$ cat src/hdl/wprs_pkg.sv
// What this block does
// - chip enable is reset control, undriven reads high via pull-up
// - enable held low keeps device off; a low pulse of at least CE_FILTER_CYC (8) clocks restarts it
// - internal power-on reset done within reset_low_min_time plus 2.5 ms
// - after reset run from crystal; host may load synthesizer setup first
// - after release stay off, subsystems unpowered, modules held in reset
// - on host communication start crystal first, then synthesizer
// - release internal block resets automatically once all clocks stable
// - sdio supports one-line and four-line data widths
// - default 25 MHz, high speed 50 MHz, sdr12 and sdr25 supported
// - in four-line mode data line 1 carries the interrupt
// - in four-line mode data line 2 carries read wait
// - sdio clock may stop while interrupt goes to a gpio pin
// - host wake output asks host to turn sdio back on
// - internal logic may force the gated sdio clocks on
package wprs_pkg;
   localparam int CLK_HZ = 25000000;
   localparam int RESET_LOW_MIN_TIME_US = 500;
   localparam int RESET_LOW_MIN_CYC = (RESET_LOW_MIN_TIME_US * (CLK_HZ / 1000000));
   localparam int POR_EXTRA_US = 2500;
   localparam int POR_DONE_CYC = ((RESET_LOW_MIN_TIME_US + POR_EXTRA_US) * (CLK_HZ / 1000000));
   localparam int SYNTH_SETTLE_US = 100;
   localparam int SYNTH_SETTLE_CYC = (SYNTH_SETTLE_US * (CLK_HZ / 1000000));
   localparam int XTAL_START_CYC = 64;
   localparam int CE_FILTER_CYC = 8;
   localparam int SDIO_MAX_MHZ = 50;
   localparam int SDIO_HS_MHZ = 50;
   localparam int SDIO_DS_MHZ = 25;
   localparam logic [1:0] SPEED_DS = 2'h0;
   localparam logic [1:0] SPEED_HS = 2'h1;
   localparam logic [1:0] SPEED_SDR12 = 2'h2;
   localparam logic [1:0] SPEED_SDR25 = 2'h3;
   localparam logic [1:0] PWR_RESET_VAL = 2'h0;
   typedef enum logic [2:0] {
      PS_HELD, PS_POR, PS_OFF, PS_XTAL, PS_SYNTH, PS_RUN
   } wprs_state_t;
endpackage

$ cat src/hdl/wprs_sync_if.sv
`timescale 1ns/10ps
interface wprs_sync_if;
   logic ce_n;
   logic sd_clk;
   logic sd_cmd;
   logic sd_clk_rise;
   logic host_comm;
   modport src (output ce_n, output sd_clk, output sd_cmd, output sd_clk_rise, output host_comm);
   modport dst (input ce_n, input sd_clk, input sd_cmd, input sd_clk_rise, input host_comm);
endinterface

$ cat src/hdl/wprs_top.sv
`timescale 1ns/10ps
module wprs_top #(
   parameter int POR_CYC = wprs_pkg::POR_DONE_CYC,
   parameter int SETTLE_CYC = wprs_pkg::SYNTH_SETTLE_CYC
) (
   input wire logic ref_clk_i,
   input wire logic rstn_i,
   input wire logic chip_enable_reset_n_i,
   input wire logic sd_clk_i,
   input wire logic sd_cmd_i,
   input wire logic sd_d1_i,
   input wire logic sd_d2_i,
   input wire logic bus_4bit_i,
   input wire logic [1:0] speed_mode_i,
   input wire logic irq_req_i,
   input wire logic read_wait_req_i,
   input wire logic oob_irq_en_i,
   input wire logic clk_force_i,
   input wire logic full_speed_req_i,
   output logic sd_d1_o,
   output logic sd_d1_oe_o,
   output logic sd_d2_o,
   output logic sd_d2_oe_o,
   output logic host_wake_out_o,
   output logic xtal_en_o,
   output logic synth_en_o,
   output logic subsys_pwr_en_o,
   output logic blocks_rst_n_o,
   output logic full_speed_o,
   output logic sd_clk_gate_en_o,
   output logic high_speed_o
);
   //////////////////////////////////////////////////////////////////////////////
   wprs_sync_if sy ();
   logic [2:0] st;
   logic xt, sy_en, stable;
   // undriven pin assumed pulled high outside, filtered here
   wprs_sync #(.FILTER_CYC(wprs_pkg::CE_FILTER_CYC)) u_sync (
      .ref_clk_i(ref_clk_i),
      .rstn_i(rstn_i),
      .chip_enable_reset_n_i(chip_enable_reset_n_i),
      .sd_clk_i(sd_clk_i),
      .sd_cmd_i(sd_cmd_i),
      .sy(sy)
   );
   wprs_seq #(.POR_CYC(POR_CYC), .XTAL_CYC(wprs_pkg::XTAL_START_CYC),
      .SETTLE_CYC(SETTLE_CYC)) u_seq (
      .ref_clk_i(ref_clk_i),
      .rstn_i(rstn_i),
      .sy(sy),
      .state_o(st),
      .xtal_en_o(xt),
      .synth_en_o(sy_en),
      .clocks_stable_o(stable)
   );
   //////////////////////////////////////////////////////////////////////////////
   logic sd_d1_q, sd_d1_d, d1oe_q, d1oe_d, sd_d2_q, sd_d2_d, d2oe_q, d2oe_d;
   logic wake_q, wake_d, xt_q, synth_q, pwr_q, brst_q, brst_d, fs_q, fs_d;
   logic gate_q, gate_d, hs_q, hs_d;
   always_ff @(posedge ref_clk_i or negedge rstn_i) begin
      if (!rstn_i) begin
         sd_d1_q <= 1'b1;
         d1oe_q <= 1'b0;
         sd_d2_q <= 1'b1;
         d2oe_q <= 1'b0;
         wake_q <= 1'b0;
         xt_q <= 1'b0;
         synth_q <= 1'b0;
         pwr_q <= 1'b0;
         brst_q <= 1'b0;
         fs_q <= 1'b0;
         gate_q <= 1'b0;
         hs_q <= 1'b0;
      end else begin
         sd_d1_q <= sd_d1_d;
         d1oe_q <= d1oe_d;
         sd_d2_q <= sd_d2_d;
         d2oe_q <= d2oe_d;
         wake_q <= wake_d;
         xt_q <= xt;
         synth_q <= sy_en;
         pwr_q <= stable;
         brst_q <= brst_d;
         fs_q <= fs_d;
         gate_q <= gate_d;
         hs_q <= hs_d;
      end
   end
   always_comb begin
      // resets released only after clocks stable
      brst_d = stable;
      // crystal clock until host asks for full speed
      fs_d = stable & (fs_q | full_speed_req_i);
      // 50 MHz class modes flagged for the interface timing
      hs_d = (speed_mode_i == wprs_pkg::SPEED_HS) || (speed_mode_i == wprs_pkg::SPEED_SDR25);
      // in-band interrupt on line 1, low active, four-line only
      d1oe_d = stable & bus_4bit_i & ~oob_irq_en_i & irq_req_i;
      sd_d1_d = 1'b0;
      // read wait drives line 2 low in four-line mode
      d2oe_d = stable & bus_4bit_i & read_wait_req_i;
      sd_d2_d = 1'b0;
      // out-of-band wake while sdio clock is stopped
      wake_d = stable & oob_irq_en_i & irq_req_i;
      // clock gate runs unless stopped; internal force wins
      gate_d = stable & (~oob_irq_en_i | clk_force_i);
   end
   assign sd_d1_o = sd_d1_q;
   assign sd_d1_oe_o = d1oe_q;
   assign sd_d2_o = sd_d2_q;
   assign sd_d2_oe_o = d2oe_q;
   assign host_wake_out_o = wake_q;
   assign xtal_en_o = xt_q;
   assign synth_en_o = synth_q;
   assign subsys_pwr_en_o = pwr_q;
   assign blocks_rst_n_o = brst_q;
   assign full_speed_o = fs_q;
   assign sd_clk_gate_en_o = gate_q;
   assign high_speed_o = hs_q;
endmodule

$ cat src/hdl/wprs_sync.sv
`timescale 1ns/10ps
module wprs_sync #(
   parameter int FILTER_CYC = 8
) (
   input wire logic ref_clk_i,
   input wire logic rstn_i,
   input wire logic chip_enable_reset_n_i,
   input wire logic sd_clk_i,
   input wire logic sd_cmd_i,
   wprs_sync_if.src sy
);
   logic [2:0] s1_q, s2_q;
   logic sd_clk_d1_q;
   logic ce_filt_q, ce_filt_d;
   logic [7:0] cnt_q, cnt_d;
   logic comm_q, comm_d;
   always_ff @(posedge ref_clk_i or negedge rstn_i) begin
      if (!rstn_i) begin
         // enable high, clock idle low, command idle high: no false edge
         s1_q <= 3'h5;
         s2_q <= 3'h5;
         sd_clk_d1_q <= 1'b0;
         ce_filt_q <= 1'b1;
         cnt_q <= 8'h00;
         comm_q <= 1'b0;
      end else begin
         s1_q <= {chip_enable_reset_n_i, sd_clk_i, sd_cmd_i};
         s2_q <= s1_q;
         sd_clk_d1_q <= s2_q[1];
         ce_filt_q <= ce_filt_d;
         cnt_q <= cnt_d;
         comm_q <= comm_d;
      end
   end
   always_comb begin
      ce_filt_d = ce_filt_q;
      cnt_d = 8'h00;
      // level must hold for the filter width before it is taken
      if (s2_q[2] != ce_filt_q) begin
         cnt_d = cnt_q + 8'h01;
         if (cnt_q >= 8'(FILTER_CYC - 1)) begin
            ce_filt_d = s2_q[2];
            cnt_d = 8'h00;
         end
      end
      // start bit on command line marks host communication
      comm_d = s2_q[1] & ~sd_clk_d1_q & ~s2_q[0];
   end
   assign sy.ce_n = ce_filt_q;
   assign sy.sd_clk = s2_q[1];
   assign sy.sd_cmd = s2_q[0];
   assign sy.sd_clk_rise = s2_q[1] & ~sd_clk_d1_q;
   assign sy.host_comm = comm_q;
endmodule

$ cat src/hdl/wprs_seq.sv
`timescale 1ns/10ps
module wprs_seq #(
   parameter int POR_CYC = wprs_pkg::POR_DONE_CYC,
   parameter int XTAL_CYC = wprs_pkg::XTAL_START_CYC,
   parameter int SETTLE_CYC = wprs_pkg::SYNTH_SETTLE_CYC
) (
   input wire logic ref_clk_i,
   input wire logic rstn_i,
   wprs_sync_if.dst sy,
   output logic [2:0] state_o,
   output logic xtal_en_o,
   output logic synth_en_o,
   output logic clocks_stable_o
);
   wprs_pkg::wprs_state_t st_q, st_d;
   logic [17:0] cnt_q, cnt_d;
   always_ff @(posedge ref_clk_i or negedge rstn_i) begin
      if (!rstn_i) begin
         st_q <= wprs_pkg::PS_HELD;
         cnt_q <= 18'h00000;
      end else begin
         st_q <= st_d;
         cnt_q <= cnt_d;
      end
   end
   always_comb begin
      st_d = st_q;
      cnt_d = cnt_q + 18'h00001;
      case (st_q)
         wprs_pkg::PS_HELD: begin
            cnt_d = 18'h00000;
            if (sy.ce_n) begin
               st_d = wprs_pkg::PS_POR;
            end
         end
         wprs_pkg::PS_POR: begin
            // power-on reset finishes within the bound
            if (cnt_q >= 18'(POR_CYC - 1)) begin
               st_d = wprs_pkg::PS_OFF;
               cnt_d = 18'h00000;
            end
         end
         wprs_pkg::PS_OFF: begin
            // wait for the host, everything off
            cnt_d = 18'h00000;
            if (sy.host_comm) begin
               st_d = wprs_pkg::PS_XTAL;
            end
         end
         wprs_pkg::PS_XTAL: begin
            // crystal first, synthesizer after
            if (cnt_q >= 18'(XTAL_CYC - 1)) begin
               st_d = wprs_pkg::PS_SYNTH;
               cnt_d = 18'h00000;
            end
         end
         wprs_pkg::PS_SYNTH: begin
            if (cnt_q >= 18'(SETTLE_CYC - 1)) begin
               st_d = wprs_pkg::PS_RUN;
               cnt_d = 18'h00000;
            end
         end
         wprs_pkg::PS_RUN: begin
            cnt_d = 18'h00000;
         end
         default: begin
            st_d = wprs_pkg::PS_HELD;
            cnt_d = 18'h00000;
         end
      endcase
      // low level on enable restarts from scratch
      if (!sy.ce_n) begin
         st_d = wprs_pkg::PS_HELD;
         cnt_d = 18'h00000;
      end
   end
   assign state_o = 3'(st_q);
   assign xtal_en_o = (st_q == wprs_pkg::PS_XTAL) || (st_q == wprs_pkg::PS_SYNTH) ||
                      (st_q == wprs_pkg::PS_RUN);
   assign synth_en_o = (st_q == wprs_pkg::PS_SYNTH) || (st_q == wprs_pkg::PS_RUN);
   assign clocks_stable_o = (st_q == wprs_pkg::PS_RUN);
endmodule

$ cat config.mk
export PLATFORM = sky130hd
export DESIGN_NAME = wprs_top
export DESIGN_NICKNAME = d
export VERILOG_FILES = /design/src/hdl/wprs_pkg.sv /design/src/hdl/wprs_sync_if.sv /design/src/hdl/wprs_top.sv /design/src/hdl/wprs_sync.sv /design/src/hdl/wprs_seq.sv
export SDC_FILE = /design/constraint.sdc
export NUM_CORES = 1
export LEC_CHECK = 0
export BUFFER_PORTS_ARGS = -buffer_cell sky130_fd_sc_hd__buf_2
export CORE_MARGIN = 2
export CORE_UTILIZATION = 61
export DETAILED_ROUTE_END_ITERATION = 16
export PLACE_DENSITY = 0.84
export RECOVER_POWER = 50
export SETUP_SLACK_MARGIN = 0.1
export SLEW_MARGIN = 15
export SYNTH_ARGS = -nofsm -noshare
export SYNTH_HDL_FRONTEND = slang
export SYNTH_SLANG_ARGS = --single-unit
$ cat constraint.sdc
create_clock -name ref_clk_i -period 4.55 [get_ports ref_clk_i]
set_clock_uncertainty 0.15 [all_clocks]
set_input_delay 0.455 -clock ref_clk_i [delete_from_list [all_inputs] [get_ports ref_clk_i]]
set_output_delay 0.455 -clock ref_clk_i [all_outputs]
set_load 0.01 [all_outputs]
Yosys cells after proc, flatten, opt, wreduce, memory -nomap -nowiden:

Cells that the tools add are included.

* add/subtract/negate cells: 2
* order comparisons: 4
* eq/ne operators: 13
* mux-type cells: 13
* bitwise operators: 15
* reduce and logical (&&, ||, !) cells: 7

Operator list (number)
* $mux W18: 4
* $pmux W18 S3: 1
* $add A18 B1 Y18 const B: 1
* $ge A18 B12 Y1 const B: 1
* $ge A18 B17 Y1 const B: 1
* $ge A18 B6 Y1 const B: 1
* $pmux W3 S6: 1
* $mux W8: 2
* $mux W3: 5
* $and A1 B1 Y1: 10
* $ne A3 B2 Y1 const B: 3
* $add A8 B1 Y8 const B: 1
* $ge A8 B3 Y1 const B: 1
* $eq A3 B2 Y1 const B: 2
* $eq A3 B3 Y1 const B: 2
* $reduce_and A5 Y1: 1
* $logic_or A1 B1 Y1: 4
* $eq A3 B1 Y1 const B: 1
* $logic_not A3 Y1: 1
* $ne A3 B3 Y1 const B: 1
* $not A1 Y1: 3
* $eq A2 B1 Y1 const B: 1
* $eq A2 B2 Y1 const B: 1
* $ne A2 B2 Y1 const B: 1
* 3 further kinds: 4

* flip-flop bits (word level): 48
* word-level logic and storage cells: 72

Longest topological paths before layout:

Gate-level depths: netlist of run 1.

* depth after elaboration: 4
* mapped depth: 7
* mapped depth without buffers: 6

Cells and area by module:

A second synthesis of run 1 with hierarchy kept.

* cell total of the unflattened synthesis: 178
* area total of the unflattened synthesis: 2028.2 um^2

By module, submodules not included
* wprs_seq: times used 1, cells each 124, area each 1156.1 um^2
* wprs_sync: times used 1, cells each 34, area each 553.0 um^2
* wprs_top: times used 1, cells each 20, area each 319.1 um^2

Worst setup path after synthesis of run 1:

No wires, ideal clock.

* path type: register to register
* start point: register u_seq.cnt_q[0]
* end point: register u_seq.cnt_q[16]
* library setup time: 84 ps
* arrival: 1764 ps
* required time: 4316 ps
* setup slack: 2552 ps
* cell stages (with the launch flop): 8
* clock period less this slack: 1998 ps
* cell sequence: dfrtp_1 -> ha_1 -> or4_1 -> nor2_1 -> o2111a_1 -> nor3_4 -> buf_6 -> nor3_2

* cells in the longest elaborated chain, start to end: 4

RTL lines
* start, declared: RTL line wprs_seq.sv:16 `logic [17:0] cnt_q, cnt_d;`
* start signal, assigned: RTL line wprs_seq.sv:23 `cnt_q <= cnt_d;`
* $add A18 B1 Y18 (tied with other cells): RTL line wprs_seq.sv:28 `cnt_d = cnt_q + 18'h00001;`
* $mux W18, on equally long branches: RTL line wprs_seq.sv:58, wprs_seq.sv:38, wprs_seq.sv:52
* $pmux W18 S3 (*): RTL line wprs_seq.sv:29 `case (st_q)`
* $mux W18 (*): RTL line wprs_seq.sv:72 `if (!sy.ce_n) begin`
* via u_seq.cnt_d[16]: RTL line wprs_seq.sv:16

Mark *: on every way through the listed nets, which the timed path passes. The rest lies on a longest branch.
A chain may end at the register's enable or synchronous reset.

Worst setup path in the final report of run 1:

* start point: register u_seq.cnt_q[0]
* end point: register u_seq.cnt_q[3]

The elaborated chain is that of the path after synthesis.

==> summary.txt, run 1 <==
Outcome
  – Outcome: finished, violations left
  – Failing checks: max-capacitance violations, max-slew violations

Routing
  – Residual DRC: 0
  – Vias: 1358
  – Initial DRC count: 98
  – Final antenna-violating net count: 0
  – DR pass1 iterations: 4
  – WL final: 3375 um
  – Routed length per instance: 13.18 um
  – Vias per cell: 5.305

Global route
  – Gr ovfl total: 0
  – Met3 Use GR: 3.964%
  – First-pass GRT wire length: 6078 um
  – Total track usage: 19.67%
  – Met1 Use GR: 23.35%
  – Vias in the first global route: between 1000 and 1500
  – Largest net degree at the start of global routing: 49
  – Met2 GRT Util: 34.68%
  – Initial antenna violation count: 0
  – GR peak layer: met2

Worst setup path
  – Critical path's slowest cell: nor3_4
  – Worst Path Max Fanout: 17
  – Critical Path AT: 2480 ps
  – Critical Path Sink Type: register
  – R2r startpoint: u_seq.cnt_q[0]
  – Most used cell, CP: nor3_4
  – CP required: 4600 ps
  – CP cell instances: ha_1 > nand3_1 > nor2_1 > nor3_4 > nor3_4 > nor4b_1
  – CP Class: register to register
  – Critical path origin: u_seq.cnt_q[0]
  – Critical Path Start Type: register
  – Slowest stage delay, CP: 690 ps

Floorplan
  – Core area: 3311 um^2
  – # IOs: 27
  – Die Area: slightly below 4000 um^2
  – Die Wd: 62.42 um
  – Initial Util: 62.89%
  – Die Y: about 62 um
  – Row Count: 21

Run
  – Max cap viols: 1

Synthesis
  – Syn. warnings: 0
  – Synthesized flop and latch total: between 40 and 50
  – Async SR Flop Fraction: 100.0%
  – Area of the mapped netlist: around 2100 um^2
  – Top FF cell, synth: dfrtp_1
  – Post-synthesis sequential area ratio: 58.05%
  – Avg Inst Size Synth: around 12 um^2
  – EDFF count, synth: 0
  – Synth unique cells: 39
  – Post-synthesis instance total: approximately 180

Timing
  – Final period util: about 53%
  – Headroom to the max-slew limit: -57.71%
  – Tightest Pin Transition: 2366 ps
  – Worst Hold Slack: approximately 42 ps
  – Final Setup Violations: 0
  – Period minus WS final: between 2000 and 2500 ps
  – Worst setup margin: 2121 ps
  – Final hold violation count: 0
  – Achievable clock frequency: between 400 and 500 MHz
  – Final TNS setup: 0 ps
  – Unrepaired setup endpoints after global routing: false
  – Final slew viol count: 49

CTS
  – Clk buf depth: 2
  – CTS-repair resized insts: 0
  – CTS Buf Count: 5
  – Worst-skew pair later-pin latency: 350 ps
  – Sink Count: 48
  – Htree depth: 2
  – CTS Root Cell: clkbuf_4
  – CTS tree: done
  – Clk slew on worst S/H paths: 130 ps

Final layout
  – # fillers: between 200 and 250
  – Layout Nets: 226
  – Register area: 1209 um^2
  – Cell area after layout: 2333 um^2
  – Multi-input gate area: 835.8 um^2
  – Antenna diodes: 0
  – Share of cells above drive strength 1: approximately 26%
  – Area grow syn2layout: 12.08%

Pwr
  – Leakage: 1.052 nW
  – Worst vdd ir: 0.2522 mV
  – PwrDens: 346.0 nW/um^2

Place
  – Port Buf Inserts: 23
  – Area post-placement: 2240 um^2
  – GP Congestion: about 0.81
  – Dpl ws: 2125 ps
  – DP HPWL: roughly 2400 um

Min path
  – Min-Delay Startpoint: sd_cmd_i
  – HP Class: input pin to register
## layout by cell type, fill, tap and decap left out, types with 4 or more instances in the layout
| cell type | instances |
|---|---|
| nand2_1 | 14 |
| dfrtp_1 | 42 |
| xnor2_1 | 6 |
| nor3_1 | 10 |
| inv_1 | 4 |
| clkbuf_4 | 5 |
| xor2_1 | 10 |
| buf_2 | 22 |
| and3_1 | 5 |
| dfstp_2 | 6 |
| nor3_2 | 10 |
| nand4_1 | 4 |
| nor2_1 | 17 |
| o21ai_0 | 6 |
| conb_1 | 6 |
| nand3_1 | 6 |
## cell usage after synthesis (all sizes together), types with 3 or more instances
library cell | count | area share (%)
nand2 | 14 | 2.5
nor2 | 17 | 3.1
buf | 3 | 1.3
xor2 | 10 | 4.2
clkbuf | 4 | 0.72
dfstp | 6 | 7.6
nand4 | 4 | 1.2
nand3 | 6 | 1.4
dfrtp | 42 | 50
and3 | 5 | 1.5
inv | 4 | 0.72
o21ai | 7 | 1.7
xnor2 | 6 | 2.5
nor4 | 3 | 1.2
nor3 | 22 | 8.8
## through the flow
stage | total power [mW] | util [%] | std cells
floorplan | 0.5366 | - | 184
global placement | 0.5618 | 67.65 | 247
detailed placement | 0.5666 | 67.65 | 247
CTS | 0.8173 | 70.22 | 255
global route | 0.8486 | 70.48 | 256
finish | 0.8075 | 70.48 | 256
## final timing paths
path	slack (ps)	cells past startpoint	to
worst min-delay path	40	1	u_sync.s1_q[0]
max in group asynchronous	2260	1	u_seq.cnt_q[4]
worst max-delay path	2120	6	u_seq.cnt_q[3]
worst max register to register	2120	6	u_seq.cnt_q[3]
min in group asynchronous	650	1	u_seq.cnt_q[10]
worst min register to register	220	0	u_sync.s2_q[1]
## layout make-up
class | instances | area share [%]
flip-flops and latches | 48 | 51.80
multi-input cells | 125 | 35.82
repair buffers | 25 | 5.630
well taps | 46 | 2.466
clock inverters | 3 | 2.038
clock buffers | 5 | 1.609
inverters | 4 | 0.6434
## kinds of logic (layout without fill, tap and decap cells)
group,count (synthesis),count (layout),synth area share [%]
buf+inv,11,37,2.704
other cells,1,6,0.1801
flops,48,48,58.05
fa+ha+maj,2,2,1.202
mux,1,1,0.5408
xor+xnor,16,16,6.731
simple gates,86,86,26.08
compound gates,14,14,4.507
## sequential cells by signal, indices dropped and copies added (netlist names), 3 cells and up
name and flops:
u_seq.cnt_q 18, u_sync.cnt_q 8, u_seq.state_o 3, u_sync.s1_q 3, u_sync.s2_q 3
## power by group
part	internal [mW]	total [mW]	switching [mW]	leakage, nW
clock	0.118	0.249	0.131	0.0454
sequential	0.447	0.460	0.0131	0.626
combinational	0.0330	0.0987	0.0657	0.381
## critical path: cells and delay by family (launching register included)
kind                       cells  cell delay [ps]
adders and majority gates      1              240
DFF                            1              430
and+or+nand+nor                5             1460
## metal layers
layer	routed length, um	vias up
li1	-	678
met1	1461	654
met2	1757	17
met3	84	9
met4	71	0
met5	0	-
## what timing repair did
item                      in CTS  in global routing
buffers inserted               0                  0
hold endpoints to repair       0                  1
hold buffers                   0                  1
No activity file was read; power rests on OpenSTA's default activity.
==> inputs of run 2 (changes only) <==
ABC_AREA = 1   (was default)
CORE_UTILIZATION = 51   (was 61)
PLACE_DENSITY = 0.74   (was 0.84)
clock period = 2.1 ns   (was 4.55 ns; I/O delays follow)
==> run 2 against run 1 <==
Net effect:
- the flow finishes with violations (negative hold slack)
- count of clock-buffer cells in the layout is the same
- combinational power rose to 3.9 times the previous value
- die area increased by 21%
- setup slack worse by 1900 ps
- via count is 19% higher
- core utilization decreased by 6.6 points
- design area is 10% higher
- hold slack got worse by 44 ps
- final cell count is 33% higher
- fmax up 32%
- power rose to 2.7 times the previous value
- critical path type unchanged
==> summary.txt, run 2 <==
Outcome
  – Outcome: finished, violations left
  – Failing checks: negative hold slack

Synthesis
  – Commonest cells in the netlist: nand2_1 (48), nor2_1 (47), dfrtp_1 (42)
  – Async SR Flop Fraction: 100.0%
  – Top FF cell, synth: dfrtp_1
  – Synthesized flop and latch total: 48
  – Post-synthesis sequential area ratio: 56.56%
  – Post-synthesis instance total: 245
  – Synth top area share: 49.18%
  – EDFF count, synth: 0
  – Synth area leaders: dfrtp_1 (49%), nand2_1 (8.4%), nor2_1 (8.3%)
  – Area of the mapped netlist: 2137 um^2
  – Area leader, netlist: dfrtp_1
  – Avg Inst Size Synth: around 8.7 um^2
  – Most common cell in the synthesized netlist: nand2_1
  – Syn. warnings: 0
  – Synth unique cells: 29

CTS
  – Sink Count: 48
  – Clk slew on worst S/H paths: 90 ps
  – CTS Buf Count: 5
  – CTS Root Cell: clkbuf_8
  – Clk buf depth: 2
  – Worst-skew pair later-pin latency: 300 ps
  – Htree depth: 2
  – CTS tree: done

Routing
  – Max Used Layer: met4
  – DR pass1 iterations: 5
  – Met3 routed WL: 103 um
  – WL final: 3561 um
  – Vias: about 1600
  – Met1 wire length: 1655 um
  – Routed length per instance: 10.47 um
  – Final antenna-violating net count: 0
  – Initial DRC count: 93
  – Residual DRC: 0
  – Met2 wire length: 1749 um
  – Vias per cell: ~4.8

Worst setup path
  – CP required: 2180 ps
  – CP Class: register to register
  – Worst Path Max Fanout: 5
  – Critical Path Start Type: register
  – Critical Path AT: 1910 ps
  – Critical Path Sink Type: register

Timing
  – Final period util: 87.31%
  – Worst Hold Slack: -1.599 ps
  – Final hold violation count: 1
  – Final Setup Violations: 0
  – Final TNS setup: 0 ps
  – Headroom to the max-slew limit: 25.04%
  – Period minus WS final: 1833 ps
  – Unrepaired setup endpoints after global routing: false
  – Final slew viol count: 0
  – Achievable clock frequency: 545.4 MHz
  – Tightest Pin Transition: 1124 ps

Final layout
  – # fillers: 345
  – Multi-input gate area: ~800 um^2
  – Most flops, register: u_seq.cnt_q
  – Area grow syn2layout: 20.43%
  – Cell area after layout: 2574 um^2
  – Most frequent cells in the layout: nand2_1 (48), nor2_1 (46), dfrtp_1 (42)
  – Share of cells above drive strength 1: 19.31%
  – Antenna diodes: 0
  – Fin util: between 60% and 70%
  – Biggest regs: u_seq.cnt_q (18), u_sync.cnt_q (8)
  – Register area: around 1200 um^2
  – Layout Nets: 306
  – Max FFs per register: 18
  – Final cell count without fillers: 340
  – Most common cell after layout, fill and taps aside: nand2_1

Floorplan
  – Die Area: 4724 um^2
  – Row Count: 23
  – # IOs: 27
  – Die Y: 68.73 um
  – Die Wd: slightly below 70 um
  – Initial Util: 53.04%
  – Core area: 4029 um^2

Place
  – DP HPWL: 2441 um
  – Placed Instances: 320
  – Port Buf Inserts: 23
  – GP Congestion: between 0.7 and 0.8
  – Area post-placement: 2311 um^2

Global route
  – Vias in the first global route: roughly 1500
  – Initial antenna violation count: 0
  – First-pass GRT wire length: slightly below 6000 um
  – Gr ovfl total: 0
  – Total track usage: 16.94%
  – Largest net degree at the start of global routing: slightly below 50

Pwr
  – Leakage: 1.305 nW
  – Worst vdd ir: about 0.63 mV
  – PwrDens: 858.4 nW/um^2

Run
  – Max cap viols: 0

Min path
  – HP Class: input pin to register
[run 2: changes by cell type in the layout (fill, tap and decap cells not counted), sizes merged, moves of 10 or more]
cell,change
inv,+31
dlygate4sd3,+10
nand3,+13
nand2,+37
nor2,+34
nor3,-13
[run 2: metrics by stage]
stage | power [mW] | setup slack [ps]
finish | 2.209 | 266.5
global route | 2.328 | 110.4
CTS | 2.229 | 204.0
detailed placement | 1.424 | 225.2
global placement | 1.417 | 279.7
floorplan | 1.323 | 411.7
[run 2: path summary, 6_finish.rpt]
check | startpoint | end | slack, ps | depth (start not counted)
max | u_seq.cnt_q[0] | u_seq.cnt_q[16] | 270 | 10
min | bus_4bit_i | sd_d1_oe_o | -2 | 3
max reg2reg | u_seq.cnt_q[0] | u_seq.cnt_q[16] | 270 | 10
min reg2reg | u_sync.s1_q[1] | u_sync.s2_q[1] | 210 | 0
max in group asynchronous | rstn_i | u_seq.cnt_q[13] | 520 | 3
min in group asynchronous | rstn_i | u_seq.cnt_q[0] | 590 | 3
[run 2: critical path, cell delays in order (launching register included)]
cell and delay [ps]:
dfrtp_1 360, ha_2 200, nand3_2 130, nor2_4 190, nand4_2 120, or2_4 270
nor2_4 100, nand2_1 50, nand2_1 50, nand2_1 50, nor2_2 80
[run 2: what timing repair did]
action                     CTS  global route
hold buffers                11             0
setup endpoints to repair    0             7
resized for setup            0             3
hold endpoints to repair    51             0
buffers inserted             0             1
[run 2: metal layers]
layer  global-route usage, %  vias up
met5                       0        -
met4                   7.353        0
met3                   3.409        6
met2                   28.73       17
met1                   21.01      749
li1                        -      843
[run 2: final cells by class]
cell class | count | share of cell area (%)
sequential | 48 | 46.96
clock inverter | 3 | 2.674
tap | 50 | 2.431
timing repair buffer | 36 | 9.237
clock buffer | 5 | 2.674
inverter | 34 | 4.959
multi-input combinational | 164 | 31.06
[run 2: cell families after synthesis]
group                      count (synthesis)  share of synthesized area, %
AOI/OAI and AO/OA                         12                         2.986
DFF                                       48                         56.56
and+or+nand+nor                          139                         29.68
other                                      1                        0.1755
adders and majority gates                  2                         1.171
buffers and inverters                     38                         7.377
xor gates and xnor gates                   5                         2.049
[run 2: where the power goes]
part / switching [mW] / internal, mW
clock network: 0.302 / 0.479
logic: 0.238 / 0.144
registers: 0.0492 / 0.998
==> inputs of run 3 (changes only) <==
ABC_AREA = default   (was 1)
PLACE_DENSITY = 0.75   (was 0.74)
==> run 3 against run 2 <==
Net effect:
- the run now ends clean
- first-iteration DRC count grew 14%
- core utilization grew 2.3 points
- die area fell by 2.4%
- critical path type unchanged
- wire length grew 9.3%
- setup slack worse by 230 ps
- clock power down 26%
- power down 15%
- register-to-register slack worse by 230 ps
- combinational power shrank 19%
- final cell count down 16%
==> summary.txt, run 3 (synthesis gave the netlist of run 1 again) <==
Timing
  – Tightest Pin Transition: approximately 1100 ps
  – Final hold violation count: 0
  – Final Setup Violations: 0
  – Period minus WS final: 2064 ps
  – Achievable clock frequency: 484.5 MHz
  – Final TNS setup: 0 ps
  – Final slew viol count: 0
  – Headroom to the max-slew limit: between 20% and 30%
  – Final period util: a little over nine tenths
  – Worst Hold Slack: around 57 ps
  – Unrepaired setup endpoints after global routing: true

Worst setup path
  – CP required: 2170 ps
  – Buf/Inv on CP: 1
  – CP Class: register to register
  – Most used cell, CP: nor3_4
  – Critical Path Sink Type: register
  – Critical path's slowest cell: or4_4
  – R2r startpoint: u_seq.cnt_q[17]
  – Critical path origin: u_seq.cnt_q[17]
  – Critical Path Start Type: register
  – R2R setup slack: 40 ps
  – Critical Path AT: ~2100 ps
  – Worst Path Max Fanout: 6
  – CP cell instances: or4_4 > nand4b_4 > nor3_4 > nor3_4 > buf_6 > nor4b_2
  – Slowest stage delay, CP: approximately 540 ps
  – Top delay family on crit path: simple AND/OR/NAND/NOR gates

Min path
  – HP Class: input pin to register
  – Min-Delay Startpoint: bus_4bit_i

Floorplan
  – Initial Util: 52.43%
  – Die Y: 67.90 um
  – Die Wd: 67.90 um
  – Core area: 3971 um^2
  – Die Area: 4610 um^2
  – Row Count: 23
  – # IOs: 27

Pwr
  – Switching Power: 514.5 uW
  – Comb power frac: approximately 16%
  – Worst vdd ir: 0.4922 mV
  – Leakage: 1.165 nW
  – PwrDens: 715.8 nW/um^2
  – Sw frac: 27.34%
  – Reg power frac: 52.9%
  – Internal power: 1.367 mW
  – Clock share of power: a little under a third

Routing
  – Initial DRC count: 106
  – DR pass1 iterations: 4
  – Residual DRC: 0
  – Final antenna-violating net count: 0
  – WL final: 3893 um
  – Vias per cell: 5.077
  – Vias: 1452
  – Routed length per instance: about 14 um

CTS
  – Clk slew on worst S/H paths: approximately 90 ps
  – Sink Count: 48
  – CTS tree: done
  – CTS Root Cell: clkbuf_8
  – Htree depth: 2
  – Clk buf depth: 2
  – CTS Buf Count: 5
  – Worst-skew pair later-pin latency: 300 ps

Final layout
  – Antenna diodes: 0
  – Most common cell after layout, fill and taps aside: dfrtp_1
  – Share of cells above drive strength 1: slightly below 30%
  – Most flops, register: u_seq.cnt_q
  – Most frequent cells in the layout: dfrtp_1 (42), nor2_1 (17), nand2_1 (14), buf_4 (14)
  – Fin util: 66.19%
  – Layout Nets: approximately 250
  – Max FFs per register: 18
  – Biggest regs: u_seq.cnt_q (18), u_sync.cnt_q (8)
  – Area grow syn2layout: 26.26%

Run
  – Max cap viols: 0

Place
  – Port Buf Inserts: 23
  – GP Congestion: roughly 0.86
  – DP HPWL: approximately 2500 um

Global route
  – Largest net degree at the start of global routing: 49
  – First-pass GRT wire length: between 6000 and 7000 um
  – Gr ovfl total: 0
  – Initial antenna violation count: 0
  – Vias in the first global route: 1461
  – Total track usage: a little under a fifth

Outcome
  – Outcome: finished, final reports clean
run 3: power groups by stage:
stage	clock (mW)	sequential [mW]	combinational (mW)
after floorplan	0	1.01	0.151
after global placement	0	1.01	0.231
after detailed placement	0	1.01	0.236
after CTS	0.598	0.994	0.292
after global routing	0.629	1.00	0.339
final	0.580	0.995	0.307
run 3: layout make-up:
type,count,area [um^2]
sequential,48,1209
tap,50,62.56
clock inverter,2,13.76
multi-input combinational,125,892.1
fill,313,1343
clock buffer,6,82.58
timing repair buffer,51,354.1
inverter,4,15.01
run 3: final timing paths:
check / end / depth (start not counted)
max: u_seq.cnt_q[4] / 6
min: sd_d1_oe_o / 2
max reg2reg: u_seq.cnt_q[4] / 6
min reg2reg: u_sync.s2_q[0] / 0
max in group asynchronous: u_sync.cnt_q[6] / 3
min in group asynchronous: u_seq.cnt_q[9] / 3
run 3: repair_timing:
action | in CTS | in global routing
hold endpoints to repair | 50 | 0
endpoints found under the setup margin | 17 | 21
resized for setup | 4 | 11
hold buffers | 11 | 0
pin swaps | 7 | 5
setup buffers | 3 | 0
cloned | 0 | 0
run 3: routing by layer:
layer / global-route usage (%) / wire length, um / up-vias
met3: 3.947 / 107 / 7
met1: 23.60 / 1751 / 710
met5: 0 / 0 / -
li1: - / - / 718
met2: 31.99 / 1949 / 17
met4: 9.750 / 85 / 0
run 3: metrics by stage:
| step | setup WS [ps] | total power [mW] | instances | area, um^2 |
|---|---|---|---|---|
| floorplan | 101.7 | 1.163 | 184 | 2101 |
| global placement | -146.2 | 1.242 | 265 | 2350 |
| detailed placement | -210.8 | 1.248 | 265 | 2350 |
| CTS | 39.04 | 1.883 | 286 | 2601 |
| global route | -78.48 | 1.969 | 286 | 2629 |
| finish | 36.20 | 1.882 | 286 | 2629 |
